--- src/hdl/tlic_cfg.svh ---
// constants for the two-level interrupt controller: register map, bits, vectors
// assumes a 32-bit classic wishbone slave with byte addresses on an 8-bit bus
`ifndef TLIC_CFG_SVH
`define TLIC_CFG_SVH

// register byte offsets, one aligned word each
`define TLIC_ADDR_RSTCTL 8'h00
`define TLIC_ADDR_INTCTL 8'h04
`define TLIC_ADDR_FLAG 8'h08
`define TLIC_ADDR_ENABLE 8'h0c
`define TLIC_ADDR_PRIO 8'h10
`define TLIC_ADDR_STATUS 8'h14

// bit positions
`define TLIC_PRIORITY_LEVELS_ENABLE_BIT 7
`define TLIC_GLOBAL_HIGH_ENABLE_BIT 7
`define TLIC_GLOBAL_LOW_ENABLE_BIT 6
`define TLIC_ST_HIGH_BIT 0
`define TLIC_ST_LOW_BIT 1
`define TLIC_ST_WAKE_BIT 2
`define TLIC_ST_REQ_BIT 3

// reset values
`define TLIC_RST_RSTCTL 8'h00
`define TLIC_RST_INTCTL 8'h00
`define TLIC_RST_PRIO_BIT 1'b1
`define TLIC_RST_VECTOR 16'h0000

// vector addresses
`define TLIC_VEC_HIGH 16'h0008
`define TLIC_VEC_LOW 16'h0018

`endif

--- src/hdl/tlic_pkg.sv ---
// types shared by the interrupt controller files
// assumes nothing beyond a SystemVerilog compiler
package tlic_pkg;

	// level of the request currently offered to the core
	typedef enum logic [1:0] {tlic_lvl_none, tlic_lvl_high, tlic_lvl_low} tlic_level_t;

endpackage

--- src/hdl/tlic_wb_slave.sv ---
// classic wishbone slave handshake: one wait state, registered read data
// assumes single classic cycles; the parent decodes the address
`timescale 1ns/1ps

module tlic_wb_slave (
	input wire logic sys_clk,
	input wire logic reset_n,
	input wire logic wb_cyc_i,
	input wire logic wb_stb_i,
	input wire logic wb_we_i,
	input wire logic [3:0] wb_sel_i,
	input wire logic [31:0] rd_value,
	output logic wb_ack_o,
	output logic [31:0] wb_dat_o,
	output logic wr_take
);

	logic take;

	// a request is taken once; ack drops the cycle after it is given
	assign take = wb_cyc_i & wb_stb_i & ~wb_ack_o;
	// registers are one byte wide, so only lane 0 writes; the write lands at
	// the edge where the master sees ack, while the request is still held
	assign wr_take = wb_cyc_i & wb_stb_i & wb_ack_o & wb_we_i & wb_sel_i[0];

	// ack and read data share one edge so data is valid with ack
	always_ff @(posedge sys_clk or negedge reset_n) begin
		if (!reset_n) begin
			wb_ack_o <= 1'b0;
			wb_dat_o <= 32'h0000_0000;
		end else begin
			wb_ack_o <= take;
			wb_dat_o <= (take & ~wb_we_i) ? rd_value : 32'h0000_0000;
		end
	end

endmodule

--- src/hdl/tlic_arbiter.sv ---
// per-source gating into high and low eligibility for the controller
// assumes flags, enables and priorities come from flip-flops in the parent
`timescale 1ns/1ps

module tlic_arbiter #(
	parameter int NUM_SRC = 8,
	parameter logic [NUM_SRC-1:0] PERIPH_MASK = 8'hf0
) (
	input wire logic [NUM_SRC-1:0] flag,
	input wire logic [NUM_SRC-1:0] enable,
	input wire logic [NUM_SRC-1:0] prio,
	input wire logic priority_levels_enable,
	input wire logic global_high_enable,
	input wire logic global_low_enable,
	input wire logic high_active,
	output logic hi_any,
	output logic lo_any
);

	logic [NUM_SRC-1:0] hi_src;
	logic [NUM_SRC-1:0] lo_src;

	// each source: flag and enable, then the global gate of its level
	for (genvar i = 0; i < NUM_SRC; i++) begin : g_src
		wire logic armed = flag[i] & enable[i];
		// compatibility: bit 7 gates all, bit 6 gates peripherals only
		wire logic compat_ok = global_high_enable & (~PERIPH_MASK[i] | global_low_enable);
		assign hi_src[i] = armed & (priority_levels_enable
			? (prio[i] & global_high_enable)
			: compat_ok);
		// low level needs both enables and no high routine in progress
		assign lo_src[i] = armed & priority_levels_enable & ~prio[i]
			& global_high_enable & global_low_enable & ~high_active;
	end

	assign hi_any = |hi_src;
	assign lo_any = |lo_src;

endmodule

--- src/hdl/tlic_top.sv ---
// two-level interrupt controller: registers, request to the core, return
// assumes the core gives one-cycle ack and return pulses on sys_clk
// Function
// - high vector is 0008h, low vector is 0018h.
// - a high request may preempt a low service routine in progress.
// - each source has a flag, an enable and a priority bit.
// - two-level operation only while bit 7 of reset control is set.
// - with levels, high enable permits every source whose priority bit is set.
// - with levels, low sources need both low and high global enables.
// - flag, enable and global gate set means vectoring to the chosen vector.
// - levels enable resets clear; priority bits are then ignored.
// - compatibility: bit 6 gates peripherals, bit 7 gates every source.
// - compatibility mode always vectors to 0008h.
// - acceptance clears the global enable that governs the accepted level.
// - no low request is accepted while a high routine is in progress.
// - vectoring pushes the return address and loads the vector into the pc.
// - all flags stay readable so a routine can poll for its sources.
// - return instruction ends the routine and sets back the cleared enable.
// - event to vector takes three to four cycles for edge and port sources.
// - flags set on their event whatever the enables hold.
//
// The placing of the registers and register access over Wishbone were left to the implementer.
`timescale 1ns/1ps
`include "tlic_cfg.svh"

module tlic_top #(
	parameter int NUM_SRC = 8,
	parameter logic [NUM_SRC-1:0] PERIPH_MASK = 8'hf0
) (
	input wire logic sys_clk,
	input wire logic reset_n,
	input wire logic wb_cyc_i,
	input wire logic wb_stb_i,
	input wire logic wb_we_i,
	input wire logic [7:0] wb_adr_i,
	input wire logic [3:0] wb_sel_i,
	input wire logic [31:0] wb_dat_i,
	output logic [31:0] wb_dat_o,
	output logic wb_ack_o,
	input wire logic [NUM_SRC-1:0] src_event,
	output logic core_irq_req,
	output logic [15:0] core_vector,
	input wire logic core_irq_ack,
	input wire logic return_from_service_instr,
	output logic stack_push,
	output logic pc_load,
	output logic [15:0] pc_vector,
	input wire logic core_sleep,
	output logic wake_req
);

	////////////////////////////////////////////////////////////////////////////
	// register state

	logic [7:0] reset_control_reg;
	logic [7:0] interrupt_control_reg;
	logic [NUM_SRC-1:0] flag;
	logic [NUM_SRC-1:0] enable;
	logic [NUM_SRC-1:0] prio;
	logic high_active;
	logic low_active;
	logic hi_q;
	logic lo_q;
	tlic_pkg::tlic_level_t req_level;

	logic priority_levels_enable;
	logic global_high_enable;
	logic global_low_enable;
	logic hi_any;
	logic lo_any;
	logic wr_take;
	logic [31:0] rd_value;

	assign priority_levels_enable = reset_control_reg[`TLIC_PRIORITY_LEVELS_ENABLE_BIT];
	// in compatibility mode these same bits are the global and peripheral enables
	assign global_high_enable = interrupt_control_reg[`TLIC_GLOBAL_HIGH_ENABLE_BIT];
	assign global_low_enable = interrupt_control_reg[`TLIC_GLOBAL_LOW_ENABLE_BIT];

	////////////////////////////////////////////////////////////////////////////
	// bus slave and address decode

	tlic_wb_slave u_wb (
		.sys_clk(sys_clk),
		.reset_n(reset_n),
		.wb_cyc_i(wb_cyc_i),
		.wb_stb_i(wb_stb_i),
		.wb_we_i(wb_we_i),
		.wb_sel_i(wb_sel_i),
		.rd_value(rd_value),
		.wb_ack_o(wb_ack_o),
		.wb_dat_o(wb_dat_o),
		.wr_take(wr_take)
	);

	wire logic hit_rstctl = wb_adr_i == `TLIC_ADDR_RSTCTL;
	wire logic hit_intctl = wb_adr_i == `TLIC_ADDR_INTCTL;
	wire logic hit_flag = wb_adr_i == `TLIC_ADDR_FLAG;
	wire logic hit_enable = wb_adr_i == `TLIC_ADDR_ENABLE;
	wire logic hit_prio = wb_adr_i == `TLIC_ADDR_PRIO;
	wire logic hit_status = wb_adr_i == `TLIC_ADDR_STATUS;

	wire logic wr_rstctl = wr_take & hit_rstctl;
	wire logic wr_intctl = wr_take & hit_intctl;
	wire logic wr_flag = wr_take & hit_flag;
	wire logic wr_enable = wr_take & hit_enable;
	wire logic wr_prio = wr_take & hit_prio;

	// status word: in-service levels, wake and pending request; spare bits read zero
	logic [7:0] status_word;
	always_comb begin
		status_word = 8'h00;
		status_word[`TLIC_ST_HIGH_BIT] = high_active;
		status_word[`TLIC_ST_LOW_BIT] = low_active;
		status_word[`TLIC_ST_WAKE_BIT] = wake_req;
		status_word[`TLIC_ST_REQ_BIT] = core_irq_req;
	end

	// read mux; unmapped addresses answer with zero
	assign rd_value = hit_rstctl ? {24'h000000, reset_control_reg}
		: hit_intctl ? {24'h000000, interrupt_control_reg}
		: hit_flag ? 32'(flag)
		: hit_enable ? 32'(enable)
		: hit_prio ? 32'(prio)
		: hit_status ? {24'h000000, status_word}
		: 32'h0000_0000;

	////////////////////////////////////////////////////////////////////////////
	// source flags

	// an event in the same cycle as a software write still leaves the flag set
	wire logic [NUM_SRC-1:0] next_flag = (wr_flag ? wb_dat_i[NUM_SRC-1:0] : flag)
		| src_event;

	always_ff @(posedge sys_clk or negedge reset_n) begin
		if (!reset_n) begin
			flag <= '0;
			enable <= '0;
			prio <= {NUM_SRC{`TLIC_RST_PRIO_BIT}};
			reset_control_reg <= `TLIC_RST_RSTCTL;
		end else begin
			flag <= next_flag;
			enable <= wr_enable ? wb_dat_i[NUM_SRC-1:0] : enable;
			prio <= wr_prio ? wb_dat_i[NUM_SRC-1:0] : prio;
			reset_control_reg <= wr_rstctl ? wb_dat_i[7:0] : reset_control_reg;
		end
	end

	////////////////////////////////////////////////////////////////////////////
	// eligibility

	tlic_arbiter #(
		.NUM_SRC(NUM_SRC),
		.PERIPH_MASK(PERIPH_MASK)
	) u_arb (
		.flag(flag),
		.enable(enable),
		.prio(prio),
		.priority_levels_enable(priority_levels_enable),
		.global_high_enable(global_high_enable),
		.global_low_enable(global_low_enable),
		.high_active(high_active),
		.hi_any(hi_any),
		.lo_any(lo_any)
	);

	////////////////////////////////////////////////////////////////////////////
	// request to the core

	// a request is accepted when the core acks an offered request
	wire logic accept = core_irq_req & core_irq_ack;
	// one registered stage keeps latency fixed; both stages must agree so a
	// gate cleared in between withdraws the request at once
	wire logic hi_go = hi_q & hi_any;
	wire logic lo_go = lo_q & lo_any;
	wire logic next_req = ~accept & (hi_go | lo_go);
	// high wins over low when both are pending
	tlic_pkg::tlic_level_t next_level;
	assign next_level = hi_go ? tlic_pkg::tlic_lvl_high
		: lo_go ? tlic_pkg::tlic_lvl_low
		: tlic_pkg::tlic_lvl_none;
	// compatibility sources are always offered at the high vector
	wire logic [15:0] next_vector = (next_level == tlic_pkg::tlic_lvl_low)
		? `TLIC_VEC_LOW : `TLIC_VEC_HIGH;

	always_ff @(posedge sys_clk or negedge reset_n) begin
		if (!reset_n) begin
			hi_q <= 1'b0;
			lo_q <= 1'b0;
			core_irq_req <= 1'b0;
			req_level <= tlic_pkg::tlic_lvl_none;
			core_vector <= `TLIC_RST_VECTOR;
		end else begin
			hi_q <= hi_any;
			lo_q <= lo_any;
			core_irq_req <= next_req;
			req_level <= next_req ? next_level : tlic_pkg::tlic_lvl_none;
			core_vector <= next_req ? next_vector : core_vector;
		end
	end

	////////////////////////////////////////////////////////////////////////////
	// acceptance and return

	wire logic acc_high = accept & (req_level == tlic_pkg::tlic_lvl_high);
	wire logic acc_low = accept & (req_level == tlic_pkg::tlic_lvl_low);
	// return closes the innermost routine: high first, since it preempted low
	wire logic ret_high = return_from_service_instr & high_active;
	wire logic ret_low = return_from_service_instr & ~high_active & low_active;

	// software write, then hardware clear on acceptance, then the set on
	// return wins so a return in the same cycle is never lost
	wire logic [7:0] ictl_base = wr_intctl ? wb_dat_i[7:0] : interrupt_control_reg;
	wire logic next_global_high_enable = (ictl_base[`TLIC_GLOBAL_HIGH_ENABLE_BIT] & ~acc_high) | ret_high;
	wire logic next_global_low_enable = (ictl_base[`TLIC_GLOBAL_LOW_ENABLE_BIT] & ~acc_low) | ret_low;

	always_ff @(posedge sys_clk or negedge reset_n) begin
		if (!reset_n) begin
			interrupt_control_reg <= `TLIC_RST_INTCTL;
			high_active <= 1'b0;
			low_active <= 1'b0;
		end else begin
			interrupt_control_reg <= {next_global_high_enable, next_global_low_enable, ictl_base[5:0]};
			high_active <= (high_active & ~ret_high) | acc_high;
			low_active <= (low_active & ~ret_low) | acc_low;
		end
	end

	// on acceptance the core pushes its return address and loads the vector
	always_ff @(posedge sys_clk or negedge reset_n) begin
		if (!reset_n) begin
			stack_push <= 1'b0;
			pc_load <= 1'b0;
			pc_vector <= `TLIC_RST_VECTOR;
		end else begin
			stack_push <= accept;
			pc_load <= accept;
			pc_vector <= accept ? core_vector : pc_vector;
		end
	end

	// wake ignores the global enables so sleep ends even with them clear
	always_ff @(posedge sys_clk or negedge reset_n) begin
		if (!reset_n) begin
			wake_req <= 1'b0;
		end else begin
			wake_req <= core_sleep & (|(flag & enable));
		end
	end

	////////////////////////////////////////////////////////////////////////////
	// checks

	vector_level_a: assert property (@(posedge sys_clk) disable iff (!reset_n)
		core_irq_req |-> (core_vector == ((req_level == tlic_pkg::tlic_lvl_low)
			? `TLIC_VEC_LOW : `TLIC_VEC_HIGH)))
		else $error("vector does not match request level");

	compat_single_a: assert property (@(posedge sys_clk) disable iff (!reset_n)
		core_irq_req && !priority_levels_enable && $stable(priority_levels_enable)
		|-> core_vector == `TLIC_VEC_HIGH)
		else $error("compatibility request not at the high vector");

	compat_gate_a: assert property (@(posedge sys_clk) disable iff (!reset_n)
		!priority_levels_enable && !global_high_enable |-> !hi_any && !lo_any)
		else $error("source eligible with global enable clear");

	event_latency_a: assert property (@(posedge sys_clk) disable iff (!reset_n)
		$rose(hi_any) && !core_irq_req ##1 hi_any && !core_irq_ack ##1 hi_any
		|-> core_irq_req)
		else $error("request missing after event latency");

	accept_clear_a: assert property (@(posedge sys_clk) disable iff (!reset_n)
		acc_high && !wr_intctl && !return_from_service_instr
		|=> !global_high_enable ##1 !core_irq_req)
		else $error("accepted high level left its enable set");

	low_blocked_a: assert property (@(posedge sys_clk) disable iff (!reset_n)
		high_active |-> !(core_irq_req && req_level == tlic_pkg::tlic_lvl_low))
		else $error("low request offered during high routine");

	return_restore_a: assert property (@(posedge sys_clk) disable iff (!reset_n)
		ret_high |=> global_high_enable && !high_active)
		else $error("return did not restore high enable");

	flag_set_a: assert property (@(posedge sys_clk) disable iff (!reset_n)
		|src_event |=> ((flag & $past(src_event)) == $past(src_event)))
		else $error("event did not set its flag");

	high_first_a: assert property (@(posedge sys_clk) disable iff (!reset_n)
		hi_go && lo_go && !accept |=> core_irq_req && req_level == tlic_pkg::tlic_lvl_high)
		else $error("low served before pending high");

	push_load_a: assert property (@(posedge sys_clk) disable iff (!reset_n)
		accept |=> stack_push && pc_load && pc_vector == $past(core_vector) ##1 !pc_load)
		else $error("vectoring did not push and load once");

	wake_a: assert property (@(posedge sys_clk) disable iff (!reset_n)
		core_sleep && (|(flag & enable)) |=> wake_req)
		else $error("wake missing with enabled flag in sleep");

	// gating by mode and level
	levels_gate_a: assert property (@(posedge sys_clk) disable iff (!reset_n)
		core_irq_req && req_level == tlic_pkg::tlic_lvl_low |-> $past(priority_levels_enable))
		else $error("low request offered without priority levels");

	high_gate_a: assert property (@(posedge sys_clk) disable iff (!reset_n)
		priority_levels_enable && global_high_enable && (|(flag & enable & prio)) |-> hi_any)
		else $error("enabled high source not eligible");

	low_gate_a: assert property (@(posedge sys_clk) disable iff (!reset_n)
		priority_levels_enable && !(global_high_enable && global_low_enable) |-> !lo_any)
		else $error("low source eligible without both enables");

	// request lifetime and preemption
	req_hold_a: assert property (@(posedge sys_clk) disable iff (!reset_n)
		core_irq_req && !accept && hi_go |=> core_irq_req)
		else $error("pending high request dropped before acceptance");

	req_drop_a: assert property (@(posedge sys_clk) disable iff (!reset_n)
		accept |=> !core_irq_req)
		else $error("request still offered after acceptance");

	high_preempt_a: assert property (@(posedge sys_clk) disable iff (!reset_n)
		low_active && hi_go && !accept |=> core_irq_req && req_level == tlic_pkg::tlic_lvl_high)
		else $error("high request held back by low routine");

	// acceptance, return, flags and wake
	low_clear_a: assert property (@(posedge sys_clk) disable iff (!reset_n)
		acc_low && !wr_intctl && !return_from_service_instr |=> !global_low_enable)
		else $error("accepted low level left its enable set");

	low_return_a: assert property (@(posedge sys_clk) disable iff (!reset_n)
		ret_low && !acc_low |=> global_low_enable && !low_active)
		else $error("return did not restore low enable");

	flag_hold_a: assert property (@(posedge sys_clk) disable iff (!reset_n)
		!wr_flag && !(|src_event) |=> flag == $past(flag))
		else $error("flag changed without event or write");

	push_on_accept_a: assert property (@(posedge sys_clk) disable iff (!reset_n)
		!accept |=> !stack_push && !pc_load)
		else $error("push or load without acceptance");

	wake_off_a: assert property (@(posedge sys_clk) disable iff (!reset_n)
		!core_sleep |=> !wake_req)
		else $error("wake raised while core awake");

endmodule

--- config.mk ---
export PLATFORM = sky130hd
export DESIGN_NAME = tlic_top
export DESIGN_NICKNAME = d
export VERILOG_FILES = /design/src/hdl/tlic_pkg.sv /design/src/hdl/tlic_wb_slave.sv /design/src/hdl/tlic_arbiter.sv /design/src/hdl/tlic_top.sv
export VERILOG_INCLUDE_DIRS = /design/src /design/src/hdl
export SDC_FILE = /design/constraint.sdc
export NUM_CORES = 1
export LEC_CHECK = 0
export BUFFER_PORTS_ARGS = -buffer_cell sky130_fd_sc_hd__buf_2
export CAP_MARGIN = 20
export CELL_PAD_IN_SITES_DETAIL_PLACEMENT = 0
export CELL_PAD_IN_SITES_GLOBAL_PLACEMENT = 1
export CORE_MARGIN = 8
export CORE_UTILIZATION = 41
export CTS_BUF_LIST = sky130_fd_sc_hd__clkbuf_2 sky130_fd_sc_hd__clkbuf_4 sky130_fd_sc_hd__clkbuf_8
export DETAILED_ROUTE_END_ITERATION = 8
export MAX_ROUTING_LAYER = met4
export PLACE_DENSITY = 0.95
export SETUP_SLACK_MARGIN = 0.1
export SLEW_MARGIN = 15
export SYNTH_ARGS = -nofsm -noshare
export SYNTH_HDL_FRONTEND = slang
export SYNTH_SLANG_ARGS = --single-unit
--- constraint.sdc ---
create_clock -name sys_clk -period 3.8 [get_ports sys_clk]
set_input_delay 0.76 -clock sys_clk [delete_from_list [all_inputs] [get_ports sys_clk]]
set_output_delay 0.76 -clock sys_clk [all_outputs]
set_load 0.03 [all_outputs]
==> metrics <==
router iterations before antenna repair=4; DPL Wire Length=6.28 mm; status=finished clean; Core Footprint=8180 sq um; reg-to-reg endpoint=reset_control_reg[2]; WHS=0.348 ns; RSZ-0062 raised after global routing=no; DIE WIDTH=107 microns; Die Ht=107 microns; Critical R2R Launch=u_wb.wb_ack_o; Reg2Reg Setup Slack=1.70 ns; Achievable Freq=385 MHz; Mapped Cells=324; WL per Instance=17.1 microns; most frequent cells in the layout=54 x dfrtp_1, 52 x conb_1, 49 x buf_2; worst-path cell chain=buf_2 -> nor4_1 -> nand3b_1 -> nor2_2 -> mux2_2; Final setup viols=0; Starting Density=41.9%; Area contributors post-synth=dfrtp_1 39%, buf_4 12%, mux2_2 12%; Placement Setup Slack=0.881 ns; CTS tree=built; initial antenna violation count=0; DRC viols=0; post-synthesis cell area=3430 sq um; clock latency on the worst-skew pair=0.34 ns; top cell type by total area after synthesis=dfrtp_1; fin crit period=2.60 ns; Avg Cell Area, Syn=10.6 sq um; via count=2,537; worst path arrival time=2.82 ns; H-tree Lvls=3; fraction of registers with async set/reset=100%; top fanout value on the critical path=8; Hold Crit Class=in2async; Worst Setup EP=reset_control_reg[2]; Post-synth EDFFs=0; area delta synth->final=9.20%; CP delay by family, top=simple AND/OR/NAND/NOR gates; fin. max-slew vios=0; FP Rows=33; worst setup path startpoint=wb_adr_i[4]; layout cells sized above 1=31.0%; post-CTS sizing=0; vias in the first global route=2,643; grt total ovfl=0; fin worst setup slack=1.20 ns; Max Cap Viol=0; # IOs=129; vias per cell=5.22; Buf/Inv on CP=1; first-pass GRT wire length=13.2 mm; delay of the slowest critical-path stage=0.59 ns; Worst-path clk slew=0.07 ns; Post-CTS Setup Repair Bufs=0; Synth Flop Type=dfrtp_1; WL final=8.33 mm; WP data required=4.03 ns; ANT nets after route=0; final hold violations=0; Leakage Power=1.74 nW; I/O Buffers=49; fraction of the yosys area taken by sequential cells=45.6%; Nets=436; top-area cell type share of the netlist area=39.4%; fin crit share=68.4%; clock sink count=62; Clock Skews=0.0106 ns; # diodes=0; Cell Pwr Density=347 nW/um^2; critical path depth=5; cell count of the worst reg-to-reg path=4; global placement routability congestion=0.918; final core utilization=45.8%; yosys warns=0; root buf cell=clkbuf_8; hold-fix buffers at CTS=0; final setup TNS=0 ns; most common library cell in the layout ignoring fill and taps=dfrtp_1; synth unique cells=51; CTS buffer count=9; Slew HR=29.8%; Initial DRC Count=89; CP endpoint kind=flip-flop; Max IR drop VDD=0.000156 V; flops & latches, synth=62; clk buf depth=2; CP max-delay cell=nor2_2; Crit Path Category=in2reg; Worst Setup Start Kind=input pin; die area=11,500 sq um; GRT Total Usage=15.1%; worst-margin pin slew=1.04 ns; largest net degree at the start of global routing=44
-- cells by family (layout without fill, tap and decap cells) --
kind of cell,after synthesis,in the layout,share of synthesized area [%]
AND/OR/NAND/NOR,98,98,17.9
flip-flops,62,62,45.6
other,1,52,0.109
buffers and inverters,68,74,13.4
multiplexers,35,35,11.5
AO/OA/AOI/OAI,60,60,11.4
-- routing by layer --
metal,part of all wire (%),GRT usage [%]
met3,6.6,3.11
met4,2.2,7.83
met1,40,16.8
met5,0,-
met2,52,25.2
-- Yosys cell counts, types with 3 or more instances --
library cell / instances
nand4b_1: 4
mux2_2: 35
a221oi_1: 4
buf_4: 54
dfstp_2: 8
clkbuf_1: 5
nand3b_1: 12
dfrtp_1: 54
nand2_1: 18
nand4_1: 3
o21ai_0: 23
nand3_1: 24
nor3_1: 4
nor2_1: 6
o211ai_1: 3
a22oi_1: 9
inv_1: 7
a21oi_1: 7
nor2b_1: 5
-- final cells by class --
| class | instances | area, sq um |
|---|---|---|
| fillers | 794 | 4430 |
| multi-input cells | 245 | 1600 |
| flip-flops and latches | 62 | 1560 |
| repair buffers | 51 | 260 |
| clock buffers | 11 | 139 |
| well taps | 105 | 131 |
| clock inverters | 5 | 27.5 |
| inverters | 7 | 26.3 |
-- stage by stage --
stage / total power [mW] / cell area [sq um] / std cells
after floorplan: 0.808 / 3620 / 375
after global placement: 0.810 / 3570 / 470
after detailed placement: 0.812 / 3570 / 470
after CTS: 1.32 / 3740 / 486
after global routing: 1.36 / 3740 / 486
final: 1.30 / 3740 / 486
-- power by group --
group          internal, mW  leakage (nW)  total (mW)  switching [mW]
Clock                 0.246        0.0897       0.498           0.251
Sequential            0.663         0.781       0.666         0.00311
Combinational        0.0241         0.869       0.136           0.112
Total                 0.933          1.74        1.30           0.367
-- worst min path at each step --
stage,startpoint,depth (start not counted),slack [ns],to
final,reset_n,1,0.35,stack_push
after detailed placement,u_wb.wb_ack_o,1,0.47,u_wb.wb_ack_o
after global placement,u_wb.wb_ack_o,1,0.46,u_wb.wb_ack_o
after CTS,reset_n,1,0.35,stack_push
after floorplan,reset_n,0,0.46,core_irq_req
after global routing,reset_n,1,0.38,stack_push
Note: power is estimated with default switching activity, not from simulation.
